**config.mk**
```make
export PLATFORM = sky130hd
export DESIGN_NAME = cce_decode
export DESIGN_NICKNAME = d
export VERILOG_FILES = /design/src/hdl/cce_pkg.sv /design/src/hdl/cce_cycle_timer.sv /design/src/hdl/cce_ea_calc.sv /design/src/hdl/cce_decode.sv
export SDC_FILE = /design/constraint.sdc
export NUM_CORES = 1
export LEC_CHECK = 0
export BUFFER_PORTS_ARGS = -buffer_cell sky130_fd_sc_hd__buf_2
export CORE_ASPECT_RATIO = 1.75
export CORE_MARGIN = 3
export CORE_UTILIZATION = 35
export CTS_BUF_LIST = sky130_fd_sc_hd__clkbuf_2
export DETAILED_ROUTE_END_ITERATION = 16
export HOLD_SLACK_MARGIN = 0.1
export PLACE_DENSITY_LB_ADDON = 0.3
export SYNTH_ARGS = -nofsm -noshare
export SYNTH_HDL_FRONTEND = slang
export SYNTH_HIERARCHICAL = 1
export SYNTH_SLANG_ARGS = --single-unit
```
**constraint.sdc**
```tcl
create_clock -name clock -period 5.35 [get_ports clock]
set_input_delay 0.2675 -clock clock [delete_from_list [all_inputs] [get_ports clock]]
set_output_delay 0.2675 -clock clock [all_outputs]
set_load 0.02 [all_outputs]
```
**src/hdl/cce_pkg.sv**
```systemverilog
package cce_pkg;
  // ****************
  // opcodes
  // ****************
  localparam logic [7:0] OP_CARRY_CLEAR = 8'hF8;
  localparam logic [7:0] OP_CARRY_INVERT = 8'hF5;
  localparam logic [7:0] OP_CARRY_SET = 8'hF9;
  localparam logic [7:0] OP_DIR_CLEAR = 8'hFC;
  localparam logic [7:0] OP_DIR_SET = 8'hFD;
  localparam logic [7:0] OP_IRQ_CLEAR = 8'hFA;
  localparam logic [7:0] OP_IRQ_SET = 8'hFB;
  localparam logic [7:0] OP_LOCK = 8'hF0;
  localparam logic [7:0] OP_IDLE = 8'h90;
  localparam logic [7:0] OP_HALT = 8'hF4;
  // segment override prefix 001rr110
  localparam logic [7:0] SEG_PFX_MASK = 8'hE7;
  localparam logic [7:0] SEG_PFX_VAL = 8'h26;
  localparam int SEG_PFX_LSB = 3;
  // immediate group 100000sw
  localparam logic [7:0] IMM_GRP_MASK = 8'hFC;
  localparam logic [7:0] IMM_GRP_VAL = 8'h80;
  localparam int IMM_S_BIT = 1;
  // string ops with a destination operand
  localparam logic [7:0] STR_MASK_A = 8'hFC;
  localparam logic [7:0] STR_VAL_A = 8'hA4;
  localparam logic [7:0] STR_MASK_B = 8'hFA;
  localparam logic [7:0] STR_VAL_B = 8'hAA;
  // ****************
  // mod, r/m and segment codes
  // ****************
  localparam logic [1:0] MOD_NODISP = 2'h0;
  localparam logic [1:0] MOD_DISP8 = 2'h1;
  localparam logic [1:0] MOD_DISP16 = 2'h2;
  localparam logic [1:0] MOD_REG = 2'h3;
  localparam logic [2:0] RM_DIRECT = 3'h6;
  localparam logic [1:0] SEG_EXTRA = 2'h0;
  localparam logic [1:0] SEG_CODE = 2'h1;
  localparam logic [1:0] SEG_STACK = 2'h2;
  localparam logic [1:0] SEG_DATA = 2'h3;
  // ****************
  // cycle costs
  // ****************
  localparam int CW = 6;
  localparam logic [CW-1:0] CTRL_CYC = 6'h02;
  localparam logic [CW-1:0] IDLE_CYC = 6'h03;
  localparam logic [CW-1:0] REG_OP_CYC = 6'h02;
  localparam logic [CW-1:0] MEM_OP_CYC = 6'h02;
  localparam logic [CW-1:0] EA_CYC = 6'h04;
  localparam logic [CW-1:0] WORD_XFER_CYC = 6'h04;
  typedef enum {ST_OPC, ST_MODRM, ST_DLO, ST_DHI, ST_IMM, ST_CALC, ST_EXEC, ST_HALT} cce_state_e;
endpackage : cce_pkg

```
**src/hdl/cce_cycle_timer.sv**
```systemverilog
// ****************
// countdown of instruction cycles
// ****************
module cce_cycle_timer (
  input wire logic clock,
  input wire logic arst_n,
  input wire logic load,
  input wire logic [cce_pkg::CW-1:0] load_val,
  output logic done
);
  logic [cce_pkg::CW-1:0] count_r;

  // load, then count down to zero; done at one
  always_ff @(posedge clock or negedge arst_n) begin
    if (!arst_n) begin
      count_r <= '0;
    end else if (load) begin
      count_r <= load_val;
    end else if (count_r != '0) begin
      count_r <= count_r - 1'b1;
    end
  end

  assign done = (count_r == 6'h01);
endmodule : cce_cycle_timer

```
**src/hdl/cce_ea_calc.sv**
```systemverilog
// ****************
// effective address adder
// ****************
module cce_ea_calc (
  input wire logic [1:0] mode,
  input wire logic [2:0] rm,
  input wire logic [15:0] disp,
  input wire logic [15:0] reg_bx,
  input wire logic [15:0] reg_bp,
  input wire logic [15:0] reg_si,
  input wire logic [15:0] reg_di,
  output logic [15:0] ea,
  output logic uses_bp
);
  // base and/or index plus displacement, or direct address
  always_comb begin
    ea = disp;
    uses_bp = 1'b0;
    case (rm)
      3'h0: ea = reg_bx + reg_si + disp;
      3'h1: ea = reg_bx + reg_di + disp;
      3'h2: begin
        ea = reg_bp + reg_si + disp;
        uses_bp = 1'b1;
      end
      3'h3: begin
        ea = reg_bp + reg_di + disp;
        uses_bp = 1'b1;
      end
      3'h4: ea = reg_si + disp;
      3'h5: ea = reg_di + disp;
      3'h6: begin
        if (mode == cce_pkg::MOD_NODISP) begin
          ea = disp;
        end else begin
          ea = reg_bp + disp;
          uses_bp = 1'b1;
        end
      end
      default: ea = reg_bx + disp;
    endcase
  end
endmodule : cce_ea_calc

```
**src/hdl/cce_decode.sv**
```systemverilog
// How it works
// - F8 clears, F5 inverts, F9 sets carry; 2 cycles
// - FC clears, FD sets direction; 2 cycles
// - FA clears, FB sets irq enable; 2 cycles
// - F0 lock 2, 90 idle 3, F4 halt 2
// - word memory transfer adds four cycles
// - mode 11 selects register operand
// - mode 00 no displacement, except direct address
// - mode 01 one byte sign-extended
// - mode 10 two bytes, low first
// - codes 000-011 base plus index plus displacement
// - codes 100-111 single register plus displacement
// - displacement precedes immediate data bytes
// - address calculation costs four cycles
// - override prefix picks extra/code/stack/data segment
// - register field decode for words and bytes
// - base pointer operands default to stack segment
// - string destination always extra segment
module cce_decode (
  input wire logic clock,
  input wire logic arst_n,
  input wire logic byte_valid,
  input wire logic [7:0] byte_data,
  input wire logic [15:0] reg_bx,
  input wire logic [15:0] reg_bp,
  input wire logic [15:0] reg_si,
  input wire logic [15:0] reg_di,
  input wire logic wake,
  output logic byte_ready,
  output logic carry_flag,
  output logic direction_flag,
  output logic irq_enable_flag,
  output logic halted,
  output logic bus_lock,
  output logic op_done,
  output logic [cce_pkg::CW-1:0] op_cycles,
  output logic mem_operand,
  output logic [15:0] effective_address,
  output logic [1:0] segment_sel,
  output logic [3:0] reg_sel,
  output logic [3:0] rm_reg_sel
);
  // ****************
  // helpers
  // ****************
  // register index: 0-7 word regs, 8-15 byte regs
  function automatic logic [3:0] decode_reg(input logic w, input logic [2:0] code);
    decode_reg = {~w, code};
  endfunction : decode_reg

  // byte count of displacement for a mode/rm pair
  function automatic logic [1:0] disp_bytes(input logic [1:0] mode, input logic [2:0] rm);
    case (mode)
      cce_pkg::MOD_NODISP: disp_bytes = (rm == cce_pkg::RM_DIRECT) ? 2'h2 : 2'h0;
      cce_pkg::MOD_DISP8: disp_bytes = 2'h1;
      cce_pkg::MOD_DISP16: disp_bytes = 2'h2;
      default: disp_bytes = 2'h0;
    endcase
  endfunction : disp_bytes

  // ****************
  // state
  // ****************
  cce_pkg::cce_state_e state_r;
  logic [7:0] opcode_r;
  logic [1:0] mode_r;
  logic [2:0] rm_r;
  logic [2:0] regf_r;
  logic [15:0] disp_r;
  logic [1:0] disp_left_r;
  logic [1:0] imm_left_r;
  logic ovr_valid_r;
  logic [1:0] ovr_seg_r;
  logic lock_pend_r;
  logic cur_lock_r;
  logic cur_halt_r;
  logic byte_ready_r;
  logic carry_r;
  logic direction_r;
  logic irq_enable_r;
  logic halted_r;
  logic bus_lock_r;
  logic op_done_r;
  logic [cce_pkg::CW-1:0] op_cycles_r;
  logic mem_operand_r;
  logic [15:0] ea_r;
  logic [1:0] seg_r;
  logic [3:0] reg_sel_r;
  logic [3:0] rm_reg_sel_r;

  logic accept;
  logic is_ctrl;
  logic is_seg_pfx;
  logic is_string;
  logic is_imm_grp;
  logic [1:0] imm_count;
  logic [1:0] modrm_disp;
  logic [cce_pkg::CW-1:0] ctrl_cyc;
  logic [cce_pkg::CW-1:0] mem_cyc;
  logic timer_load;
  logic [cce_pkg::CW-1:0] timer_val;
  logic timer_done;
  logic [15:0] ea_calc;
  logic ea_uses_bp;
  logic [1:0] seg_pick;

  // ****************
  // byte classification
  // ****************
  assign accept = byte_valid & byte_ready_r;
  assign is_seg_pfx = (byte_data & cce_pkg::SEG_PFX_MASK) == cce_pkg::SEG_PFX_VAL;
  assign is_string = ((byte_data & cce_pkg::STR_MASK_A) == cce_pkg::STR_VAL_A) |
                     ((byte_data & cce_pkg::STR_MASK_B) == cce_pkg::STR_VAL_B);
  assign is_imm_grp = (opcode_r & cce_pkg::IMM_GRP_MASK) == cce_pkg::IMM_GRP_VAL;
  assign imm_count = (opcode_r[0] & ~opcode_r[cce_pkg::IMM_S_BIT]) ? 2'h2 : 2'h1;
  assign modrm_disp = disp_bytes(byte_data[7:6], byte_data[2:0]);

  // fixed-cost control opcodes
  always_comb begin
    is_ctrl = 1'b1;
    ctrl_cyc = cce_pkg::CTRL_CYC;
    case (byte_data)
      cce_pkg::OP_CARRY_CLEAR, cce_pkg::OP_CARRY_INVERT, cce_pkg::OP_CARRY_SET: ctrl_cyc = cce_pkg::CTRL_CYC;
      cce_pkg::OP_DIR_CLEAR, cce_pkg::OP_DIR_SET: ctrl_cyc = cce_pkg::CTRL_CYC;
      cce_pkg::OP_IRQ_CLEAR, cce_pkg::OP_IRQ_SET: ctrl_cyc = cce_pkg::CTRL_CYC;
      cce_pkg::OP_LOCK, cce_pkg::OP_HALT: ctrl_cyc = cce_pkg::CTRL_CYC;
      cce_pkg::OP_IDLE: ctrl_cyc = cce_pkg::IDLE_CYC;
      default: is_ctrl = 1'b0;
    endcase
  end

  // memory operand cost: base, address calc, word surcharge
  assign mem_cyc = cce_pkg::MEM_OP_CYC + cce_pkg::EA_CYC + (opcode_r[0] ? cce_pkg::WORD_XFER_CYC : '0);

  // ****************
  // address and segment
  // ****************
  cce_ea_calc u_ea (
    .mode(mode_r),
    .rm(rm_r),
    .disp(disp_r),
    .reg_bx(reg_bx),
    .reg_bp(reg_bp),
    .reg_si(reg_si),
    .reg_di(reg_di),
    .ea(ea_calc),
    .uses_bp(ea_uses_bp)
  );

  // override wins, else stack for base pointer, else data
  always_comb begin
    if (ovr_valid_r) begin
      seg_pick = ovr_seg_r;
    end else if (ea_uses_bp) begin
      seg_pick = cce_pkg::SEG_STACK;
    end else begin
      seg_pick = cce_pkg::SEG_DATA;
    end
  end

  // ****************
  // cycle timer
  // ****************
  always_comb begin
    timer_load = 1'b0;
    timer_val = cce_pkg::CTRL_CYC;
    if (state_r == cce_pkg::ST_OPC && accept && is_ctrl) begin
      timer_load = 1'b1;
      timer_val = ctrl_cyc;
    end else if (state_r == cce_pkg::ST_OPC && accept && is_string) begin
      timer_load = 1'b1;
      timer_val = cce_pkg::MEM_OP_CYC + cce_pkg::WORD_XFER_CYC;
    end else if (state_r == cce_pkg::ST_CALC) begin
      timer_load = 1'b1;
      timer_val = (mode_r == cce_pkg::MOD_REG) ? cce_pkg::REG_OP_CYC : mem_cyc;
    end
  end

  cce_cycle_timer u_timer (
    .clock(clock),
    .arst_n(arst_n),
    .load(timer_load),
    .load_val(timer_val),
    .done(timer_done)
  );

  // ****************
  // sequencer
  // ****************
  always_ff @(posedge clock or negedge arst_n) begin
    if (!arst_n) begin
      state_r <= cce_pkg::ST_OPC;
    end else begin
      case (state_r)
        cce_pkg::ST_OPC: begin
          if (accept && (is_ctrl || is_string)) begin
            state_r <= cce_pkg::ST_EXEC;
          end else if (accept && !is_seg_pfx) begin
            state_r <= cce_pkg::ST_MODRM;
          end
        end
        cce_pkg::ST_MODRM: begin
          if (accept && modrm_disp != 2'h0) begin
            state_r <= cce_pkg::ST_DLO;
          end else if (accept && is_imm_grp) begin
            state_r <= cce_pkg::ST_IMM;
          end else if (accept) begin
            state_r <= cce_pkg::ST_CALC;
          end
        end
        cce_pkg::ST_DLO: begin
          if (accept && disp_left_r == 2'h2) begin
            state_r <= cce_pkg::ST_DHI;
          end else if (accept) begin
            state_r <= is_imm_grp ? cce_pkg::ST_IMM : cce_pkg::ST_CALC;
          end
        end
        cce_pkg::ST_DHI: begin
          if (accept) begin
            state_r <= is_imm_grp ? cce_pkg::ST_IMM : cce_pkg::ST_CALC;
          end
        end
        cce_pkg::ST_IMM: begin
          if (accept && imm_left_r == 2'h1) begin
            state_r <= cce_pkg::ST_CALC;
          end
        end
        cce_pkg::ST_CALC: state_r <= cce_pkg::ST_EXEC;
        cce_pkg::ST_EXEC: begin
          if (timer_done) begin
            state_r <= cur_halt_r ? cce_pkg::ST_HALT : cce_pkg::ST_OPC;
          end
        end
        cce_pkg::ST_HALT: begin
          if (wake) begin
            state_r <= cce_pkg::ST_OPC;
          end
        end
        default: state_r <= cce_pkg::ST_OPC;
      endcase
    end
  end

  // fetch ready only in byte-taking states
  always_ff @(posedge clock or negedge arst_n) begin
    if (!arst_n) begin
      byte_ready_r <= 1'b1;
    end else if (accept && state_r == cce_pkg::ST_OPC && (is_ctrl || is_string)) begin
      byte_ready_r <= 1'b0;
    end else if (accept && state_r == cce_pkg::ST_DHI) begin
      byte_ready_r <= is_imm_grp;
    end else if (accept && state_r == cce_pkg::ST_DLO && disp_left_r == 2'h1) begin
      byte_ready_r <= is_imm_grp;
    end else if (accept && state_r == cce_pkg::ST_MODRM && modrm_disp == 2'h0) begin
      byte_ready_r <= is_imm_grp;
    end else if (accept && state_r == cce_pkg::ST_IMM && imm_left_r == 2'h1) begin
      byte_ready_r <= 1'b0;
    end else if (state_r == cce_pkg::ST_EXEC && timer_done) begin
      byte_ready_r <= ~cur_halt_r;
    end else if (state_r == cce_pkg::ST_HALT && wake) begin
      byte_ready_r <= 1'b1;
    end
  end

  // ****************
  // instruction fields
  // ****************
  always_ff @(posedge clock or negedge arst_n) begin
    if (!arst_n) begin
      opcode_r <= 8'h00;
      mode_r <= cce_pkg::MOD_REG;
      rm_r <= 3'h0;
      regf_r <= 3'h0;
      disp_left_r <= 2'h0;
      imm_left_r <= 2'h0;
    end else if (accept) begin
      case (state_r)
        cce_pkg::ST_OPC: begin
          opcode_r <= byte_data;
          if (is_string) begin
            mode_r <= cce_pkg::MOD_NODISP;
          end
        end
        cce_pkg::ST_MODRM: begin
          mode_r <= byte_data[7:6];
          regf_r <= byte_data[5:3];
          rm_r <= byte_data[2:0];
          disp_left_r <= modrm_disp;
          imm_left_r <= imm_count;
        end
        cce_pkg::ST_IMM: imm_left_r <= imm_left_r - 2'h1;
        default: disp_left_r <= disp_left_r;
      endcase
    end
  end

  // displacement assembly
  always_ff @(posedge clock or negedge arst_n) begin
    if (!arst_n) begin
      disp_r <= 16'h0000;
    end else if (accept && state_r == cce_pkg::ST_MODRM) begin
      disp_r <= 16'h0000;
    end else if (accept && state_r == cce_pkg::ST_DLO) begin
      disp_r <= {{8{byte_data[7] & (disp_left_r == 2'h1)}}, byte_data};
    end else if (accept && state_r == cce_pkg::ST_DHI) begin
      disp_r <= {byte_data, disp_r[7:0]};
    end
  end

  // ****************
  // prefixes
  // ****************
  always_ff @(posedge clock or negedge arst_n) begin
    if (!arst_n) begin
      ovr_valid_r <= 1'b0;
      ovr_seg_r <= cce_pkg::SEG_DATA;
    end else if (accept && state_r == cce_pkg::ST_OPC && is_seg_pfx) begin
      ovr_valid_r <= 1'b1;
      ovr_seg_r <= byte_data[cce_pkg::SEG_PFX_LSB +: 2];
    end else if (state_r == cce_pkg::ST_EXEC && timer_done && !cur_lock_r) begin
      ovr_valid_r <= 1'b0;
    end
  end

  always_ff @(posedge clock or negedge arst_n) begin
    if (!arst_n) begin
      cur_lock_r <= 1'b0;
      cur_halt_r <= 1'b0;
    end else if (accept && state_r == cce_pkg::ST_OPC) begin
      cur_lock_r <= (byte_data == cce_pkg::OP_LOCK);
      cur_halt_r <= (byte_data == cce_pkg::OP_HALT);
    end
  end

  // lock holds through the next instruction
  always_ff @(posedge clock or negedge arst_n) begin
    if (!arst_n) begin
      lock_pend_r <= 1'b0;
      bus_lock_r <= 1'b0;
    end else if (state_r == cce_pkg::ST_EXEC && timer_done) begin
      lock_pend_r <= cur_lock_r;
      bus_lock_r <= cur_lock_r;
    end else if (accept && state_r == cce_pkg::ST_OPC && !is_seg_pfx) begin
      bus_lock_r <= lock_pend_r | (byte_data == cce_pkg::OP_LOCK);
    end
  end

  // ****************
  // flags
  // ****************
  always_ff @(posedge clock or negedge arst_n) begin
    if (!arst_n) begin
      carry_r <= 1'b0;
      direction_r <= 1'b0;
      irq_enable_r <= 1'b0;
    end else if (accept && state_r == cce_pkg::ST_OPC) begin
      case (byte_data)
        cce_pkg::OP_CARRY_CLEAR: carry_r <= 1'b0;
        cce_pkg::OP_CARRY_INVERT: carry_r <= ~carry_r;
        cce_pkg::OP_CARRY_SET: carry_r <= 1'b1;
        cce_pkg::OP_DIR_CLEAR: direction_r <= 1'b0;
        cce_pkg::OP_DIR_SET: direction_r <= 1'b1;
        cce_pkg::OP_IRQ_CLEAR: irq_enable_r <= 1'b0;
        cce_pkg::OP_IRQ_SET: irq_enable_r <= 1'b1;
        default: carry_r <= carry_r;
      endcase
    end
  end

  always_ff @(posedge clock or negedge arst_n) begin
    if (!arst_n) begin
      halted_r <= 1'b0;
    end else if (state_r == cce_pkg::ST_EXEC && timer_done) begin
      halted_r <= cur_halt_r;
    end else if (state_r == cce_pkg::ST_HALT && wake) begin
      halted_r <= 1'b0;
    end
  end

  // ****************
  // operand outputs
  // ****************
  always_ff @(posedge clock or negedge arst_n) begin
    if (!arst_n) begin
      mem_operand_r <= 1'b0;
      ea_r <= 16'h0000;
      seg_r <= cce_pkg::SEG_DATA;
      reg_sel_r <= 4'h0;
      rm_reg_sel_r <= 4'h0;
    end else if (accept && state_r == cce_pkg::ST_OPC && is_string) begin
      mem_operand_r <= 1'b1;
      ea_r <= reg_di;
      seg_r <= cce_pkg::SEG_EXTRA;
    end else if (state_r == cce_pkg::ST_CALC) begin
      mem_operand_r <= (mode_r != cce_pkg::MOD_REG);
      ea_r <= ea_calc;
      seg_r <= seg_pick;
      reg_sel_r <= decode_reg(opcode_r[0], regf_r);
      rm_reg_sel_r <= decode_reg(opcode_r[0], rm_r);
    end
  end

  // completion pulse and cost report
  always_ff @(posedge clock or negedge arst_n) begin
    if (!arst_n) begin
      op_done_r <= 1'b0;
      op_cycles_r <= '0;
    end else begin
      op_done_r <= (state_r == cce_pkg::ST_EXEC) && timer_done;
      if (timer_load) begin
        op_cycles_r <= timer_val;
      end
    end
  end

  assign byte_ready = byte_ready_r;
  assign carry_flag = carry_r;
  assign direction_flag = direction_r;
  assign irq_enable_flag = irq_enable_r;
  assign halted = halted_r;
  assign bus_lock = bus_lock_r;
  assign op_done = op_done_r;
  assign op_cycles = op_cycles_r;
  assign mem_operand = mem_operand_r;
  assign effective_address = ea_r;
  assign segment_sel = seg_r;
  assign reg_sel = reg_sel_r;
  assign rm_reg_sel = rm_reg_sel_r;
endmodule : cce_decode

```
Yosys cells after proc, flatten, opt, wreduce, memory -nomap -nowiden --
Cells that the tools add are included.
Word-level totals: bits in registers 120, output and inout bits 40, input bits 76
Cells by class: $add $sub $neg 15, equal/unequal tests 49, muxes and demuxes 62, bitwise operators 10, reductions and logical operators 57
Operator list (number):
- $mux 32 | 10
- $pmux 32 s8 | 1
- $add 16x16->16 | 12
- $eq 32x3->1 const B | 6
- $eq 32x4->1 const B | 4
- $pmux 16 s7 | 1
- $eq 32x2->1 const B | 3
- $mux 16 | 6
- $eq 8x8->1 const B | 10
- $logic_not 32->1 | 2
- $eq 32x1->1 const B | 1
- $mux 1 | 23
- $logic_and 1x1->1 | 22
- $reduce_bool 2->1 | 11
- $eq 6x6->1 const B | 3
- $mux 6 | 3
- $reduce_and 2->1 | 7
- $eq 3x3->1 const B | 4
- $mux 2 | 6
- $mux 4 | 3
- $ne 2x2->1 const B | 5
- $reduce_or 10->1 | 1
- $pmux 2 s2 | 2
- $reduce_bool 7->1 | 1
- other kinds (27) | 46

Depth between registers and ports, before layout --
depth in word-level cells 9, gate-level depth with buffers 17, depth with buffers taken out 15

Modules after synthesis --
The synthesis kept the hierarchy.
Modules (own cells, without submodules):
- cce_ea_calc | times used 1, cells an instance 753, area an instance 6145.9 um^2
- cce_decode | times used 1, cells an instance 492, area an instance 4880.9 um^2
- cce_cycle_timer | times used 1, cells an instance 43, area an instance 382.9 um^2

Worst setup path after synthesis --
Ideal clock, no wire load.
path kind reg-to-reg, from register rm_r[0], to register ea_r[14], in the netlist effective_address[14], cell stages (with the launch flop) 18, setup time 0.121 ns, required time 5.229 ns, arrival 3.807 ns, buffers on the path 3, slack 1.422 ns, path through dfrtp_1 > clkbuf_1 > buf_2 > buf_2 > mux2i_1 > o21ai_0 > ha_1 > fa_1 > a211oi_1 > o21bai_1 > a211o_1 > a2111oi_2 > o31ai_1 > xor2_1 > nand2_1 > nand4_1 > a22oi_1 > nand2_1
On the way: word-level cells in the longest chain between the ends 4, elaborated cells on any way between the ends 10, classes of those cells eq/ne: 6; mux: 3; reduce/logical: 1
RTL lines:
- from (decl) | line cce_decode.sv:67 | logic [2:0] rm_r;
- from (signal assigned) | line cce_decode.sv:287 | rm_r <= byte_data[2:0];
- $eq 3x3->1 (tied with other cells) | line cce_ea_calc.sv:19 | case (rm)
- $pmux 16 s7 (*) | line cce_ea_calc.sv:19
- named net ea_calc[14] | line cce_decode.sv:103 | logic [15:0] ea_calc;
- $mux 16 (*) | line cce_decode.sv:394 | end else if (state_r == cce_pkg::ST_CALC) begin
- $mux 16 (*) | line cce_decode.sv:390 | end else if (accept && state_r == cce_pkg::ST_OPC && is_string) begin
- to (signal assigned) | line cce_decode.sv:392 | ea_r <= reg_di;
- to (signal assigned) | line cce_decode.sv:396 | ea_r <= ea_calc;
- to (decl) | line cce_decode.sv:86 | logic [15:0] ea_r;
Mark *: on every way through the listed nets, which the timed path passes. The rest lies on a longest branch. The select of a mux whose other input is x is not followed. A chain may end at the register's enable or synchronous reset.

Final worst setup path --
from register disp_r[1], to register ea_r[15], in the netlist effective_address[15]
On the way: word-level cells in the longest chain between the ends 5, elaborated cells on any way between the ends 12, classes of those cells add/sub: 8; mux: 4
RTL lines:
- from (decl) | line cce_decode.sv:69 | logic [15:0] disp_r;
- from (signal assigned) | line cce_decode.sv:304 | disp_r <= {{8{byte_data[7] & (disp_left_r == 2'h1)}}, byte_data};
- from (signal assigned) | line cce_decode.sv:306 | disp_r <= {byte_data, disp_r[7:0]};
- $add 16x16->16 | line cce_ea_calc.sv:36 | ea = reg_bp + disp;
- $mux 16 | line cce_ea_calc.sv:33 | if (mode == cce_pkg::MOD_NODISP) begin
- $pmux 16 s7 (*) | line cce_ea_calc.sv:19
- named net ea_calc[15] | line cce_decode.sv:103
- $mux 16 (*) | line cce_decode.sv:394
- $mux 16 (*) | line cce_decode.sv:390
Marks and branches as above.

==> run summary <==
Clock buffer depth: 2
Setup violators final: 0
Worst Setup Path Type: reg2reg
Met2 GRT Util: 42.6%
GR Util met1: 23.6%
Yosys cell types: 91
Total CTS buffers: 17
R2R Setup Slk: 0.87 ns
Minimum clock period: 4.48 ns
Largest net degree at the start of global routing: 62
CP Capture Point: effective_address[15]
Final hold slack: 0.283 ns
RSZ-0062 raised after global routing: false
Async S/R FF share, synth: 100%
Clock skew: 0.0574 ns
Initial Util: 35.8%
GRT met3 Usage: 3.20%
Number of global-route vias before repair: 10947
Hold buffers post-CTS: 29
CTS resizes: 0
Worst setup path start: disp_r[1]
Fin. max-slew vios: 0
Register area share after synthesis: 25.7%
Rel. slew slack: 35.1%
Placement Cell Area: 12500 sq um
CP arrival: 5.13 ns
Crit path required time: 6.00 ns
Worst Tran Pin Value: 0.972 ns
Cells after Synth: 1288
Share of layout cells above drive strength 1: 14.5%
YS warnings: 6
FMAX: 223 MHz
Die Span Y: 245 um
Layout Utilization: 40.8%
Total Wirelength: 39700 um
Initial antenna violation count: 1
CTS H-tree lvls: 4
Worst Hold Launch: reg_bp[9]
Placed Cells: 1792
Mapped Area: 11400 sq um
Final Non-Filler Cells: 1855
Die Wd: 142 um
CTS tree: yes
Post-synth EDFFs: 0
Top_reg_cell synth: dfrtp_1
# nets final: 1675
Worst ir drop on vdd: 0.120 mV
Wire per inst: 21.4 um
Core footprint: 31900 sq um
GPL Wtd Cong: 0.978
IO buf count: 113
CTS root buf: clkbuf_2
Clock Latency Late Sink: 0.77 ns
Total Routing Usage GR: 22.8%
Max-cap violation count: 0
Synth-to-layout area growth: 14.0%
Gr busiest metal: met2
Clk sinks: 117
Hold WC Path Type: in2reg
Setup TNS: 0 ns
Fin area: 13000 sq um
Status: finished clean
Synth Area per Inst: 8.86 sq um
Post-DP HPWL: 31700 um
Via count: 10662
Crit path capture type: register
IO Pins: 116
Most used cell, CP: fa_1
Cell chain of the critical path: fa_1 -> ha_1 -> fa_1 -> a21oi_1 -> o211ai_1 -> o41ai_1 -> o21a_1 -> o31ai_1 -> nor4b_2 -> o31ai_2 -> a22oi_1 -> nand2_1
Global route overflow: 0
Post-DRT Antenna Nets: 0
R2r startpoint: disp_r[1]
Biggest cell delay along the critical path: 0.77 ns
Startpoint Class: register
First-pass GRT wire length: 60800 um
Hold Vio Cnt, Final: 0
Drt initial violations: 669
Worst r2r dst: effective_address[15]
Register bit count reported by yosys: 117
Number of vias per cell: 5.75
Cell area power density: 179 nW/um^2
Crit share post-route: 83.7%
# Post-CTS Setup Buffers: 0
Filler cells: 3278
Total iterations of the first detailed-routing run: 5
DRC viols: 0
Clock-pin slew on the worst setup and hold paths: 0.26 ns
Slowest library cell on the worst path: o41ai_1
Die area: 34900 sq um
Rows: 86
Crit Path Max Fanout: 11
Reg2Reg Depth: 12
Pleak: 6.00 nW
==> Yosys cell counts (7+ instances only) <==
library cell | instances | area (sq um)
dfrtp_1 | 110 | 2750
xor2_1 | 33 | 289
ha_1 | 89 | 1110
o31ai_1 | 9 | 67.6
clkbuf_1 | 40 | 150
a211oi_1 | 21 | 158
nand3_1 | 31 | 155
xnor2_1 | 45 | 394
o22ai_1 | 10 | 62.6
and3_1 | 9 | 56.3
nor2_1 | 72 | 270
a22oi_1 | 24 | 180
o211ai_1 | 7 | 52.6
mux2_2 | 13 | 146
nand2b_1 | 17 | 106
inv_1 | 28 | 105
nor2b_1 | 10 | 62.6
a21oi_1 | 78 | 390
o21ai_0 | 101 | 505
nand2_1 | 194 | 728
a21o_1 | 26 | 195
nor3_1 | 28 | 140
dfstp_2 | 7 | 184
mux2i_1 | 22 | 220
nand4_1 | 9 | 56.3
nor4_1 | 15 | 93.8
o21a_1 | 14 | 105
a22o_1 | 8 | 70.1
fa_1 | 66 | 1320
a31oi_1 | 19 | 119
==> routing by layer <==
metal	vias up	wire, um
met4	0	2560
met3	132	1580
met1	5174	14200
met2	368	21300
met5	-	0
li1	4988	-
==> through the flow <==
stage          total power, W  setup slack (ns)
2_1_floorplan         0.00152              1.42
3_3_place_gp          0.00176             0.992
3_5_place_dp          0.00177             0.940
4_1_cts               0.00235             0.876
5_1_grt               0.00250             0.720
6_report              0.00233             0.870
==> worst max-delay path: cells and delay by family (launching register included) <==
kind,cells,cell delay (ns)
adder cells (fa/ha/maj),3,1.22
AO/OA/AOI/OAI,7,1.98
flip-flops,1,0.71
AND/OR/NAND/NOR,2,0.45
==> power breakdown <==
group	internal [W]	switching (W)	total [W]	leakage [nW]
clock network	0.000133	0.000413	0.000546	0.119
logic	0.000355	0.000487	0.000842	4.37
registers	0.000919	0.0000230	0.000942	1.51
==> flip-flops by register name, indices dropped and copies added, names as in the netlist, 2 cells and up <==
signal and flops:
state_r 32, disp_r 16, effective_address 16, opcode_r 8
u_timer/count_r 6, op_cycles 4, reg_sel 4, regf_r 3
rm_r 3, rm_reg_sel 3, disp_left_r 2, imm_left_r 2
mode_r 2, ovr_seg_r 2, segment_sel 2
==> area by class of cell <==
cell class / count / area (sq um) / area share [%]
clock inverter: 15 / 123 / 0.943
antenna: 2 / 5.00 / 0.0385
sequential: 117 / 2940 / 22.6
inverter: 29 / 109 / 0.837
clock buffer: 17 / 85.1 / 0.654
timing repair buffer: 157 / 988 / 7.60
tap: 396 / 495 / 3.81
multi-input combinational: 1122 / 8270 / 63.5
==> worst min-delay path by stage <==
stage	to	slack [ns]	cells past startpoint
CTS	effective_address[9]	0.17	6
global route	effective_address[9]	0.26	6
detailed placement	state_r[12]	0.37	1
floorplan	bus_lock	-0.03	0
finish	effective_address[9]	0.28	6
global placement	state_r[12]	0.37	1
==> kinds of logic after synthesis <==
family | Yosys count | synth area share (%)
XOR/XNOR | 78 | 5.99
buffers and inverters | 81 | 3.04
flip-flops | 117 | 25.7
AO/OA/AOI/OAI | 386 | 22.3
multiplexers | 38 | 3.74
adder cells (fa/ha/maj) | 155 | 21.3
AND/OR/NAND/NOR | 431 | 17.8
other | 2 | 0.0658
==> cell usage in the layout, fill, tap and decap left out, types with 26 or more instances in the layout <==
| cell | instances |
|---|---|
| a21o_1 | 26 |
| a21oi_1 | 78 |
| buf_2 | 112 |
| conb_1 | 34 |
| dfrtp_1 | 110 |
| dlygate4sd3_1 | 28 |
| fa_1 | 66 |
| ha_1 | 89 |
| inv_1 | 28 |
| nand2_1 | 194 |
| nand3_1 | 31 |
| nor2_1 | 72 |
| nor3_1 | 27 |
| o21ai_0 | 101 |
| xnor2_1 | 45 |
| xor2_1 | 33 |
No activity file was read; power rests on OpenSTA's default activity.
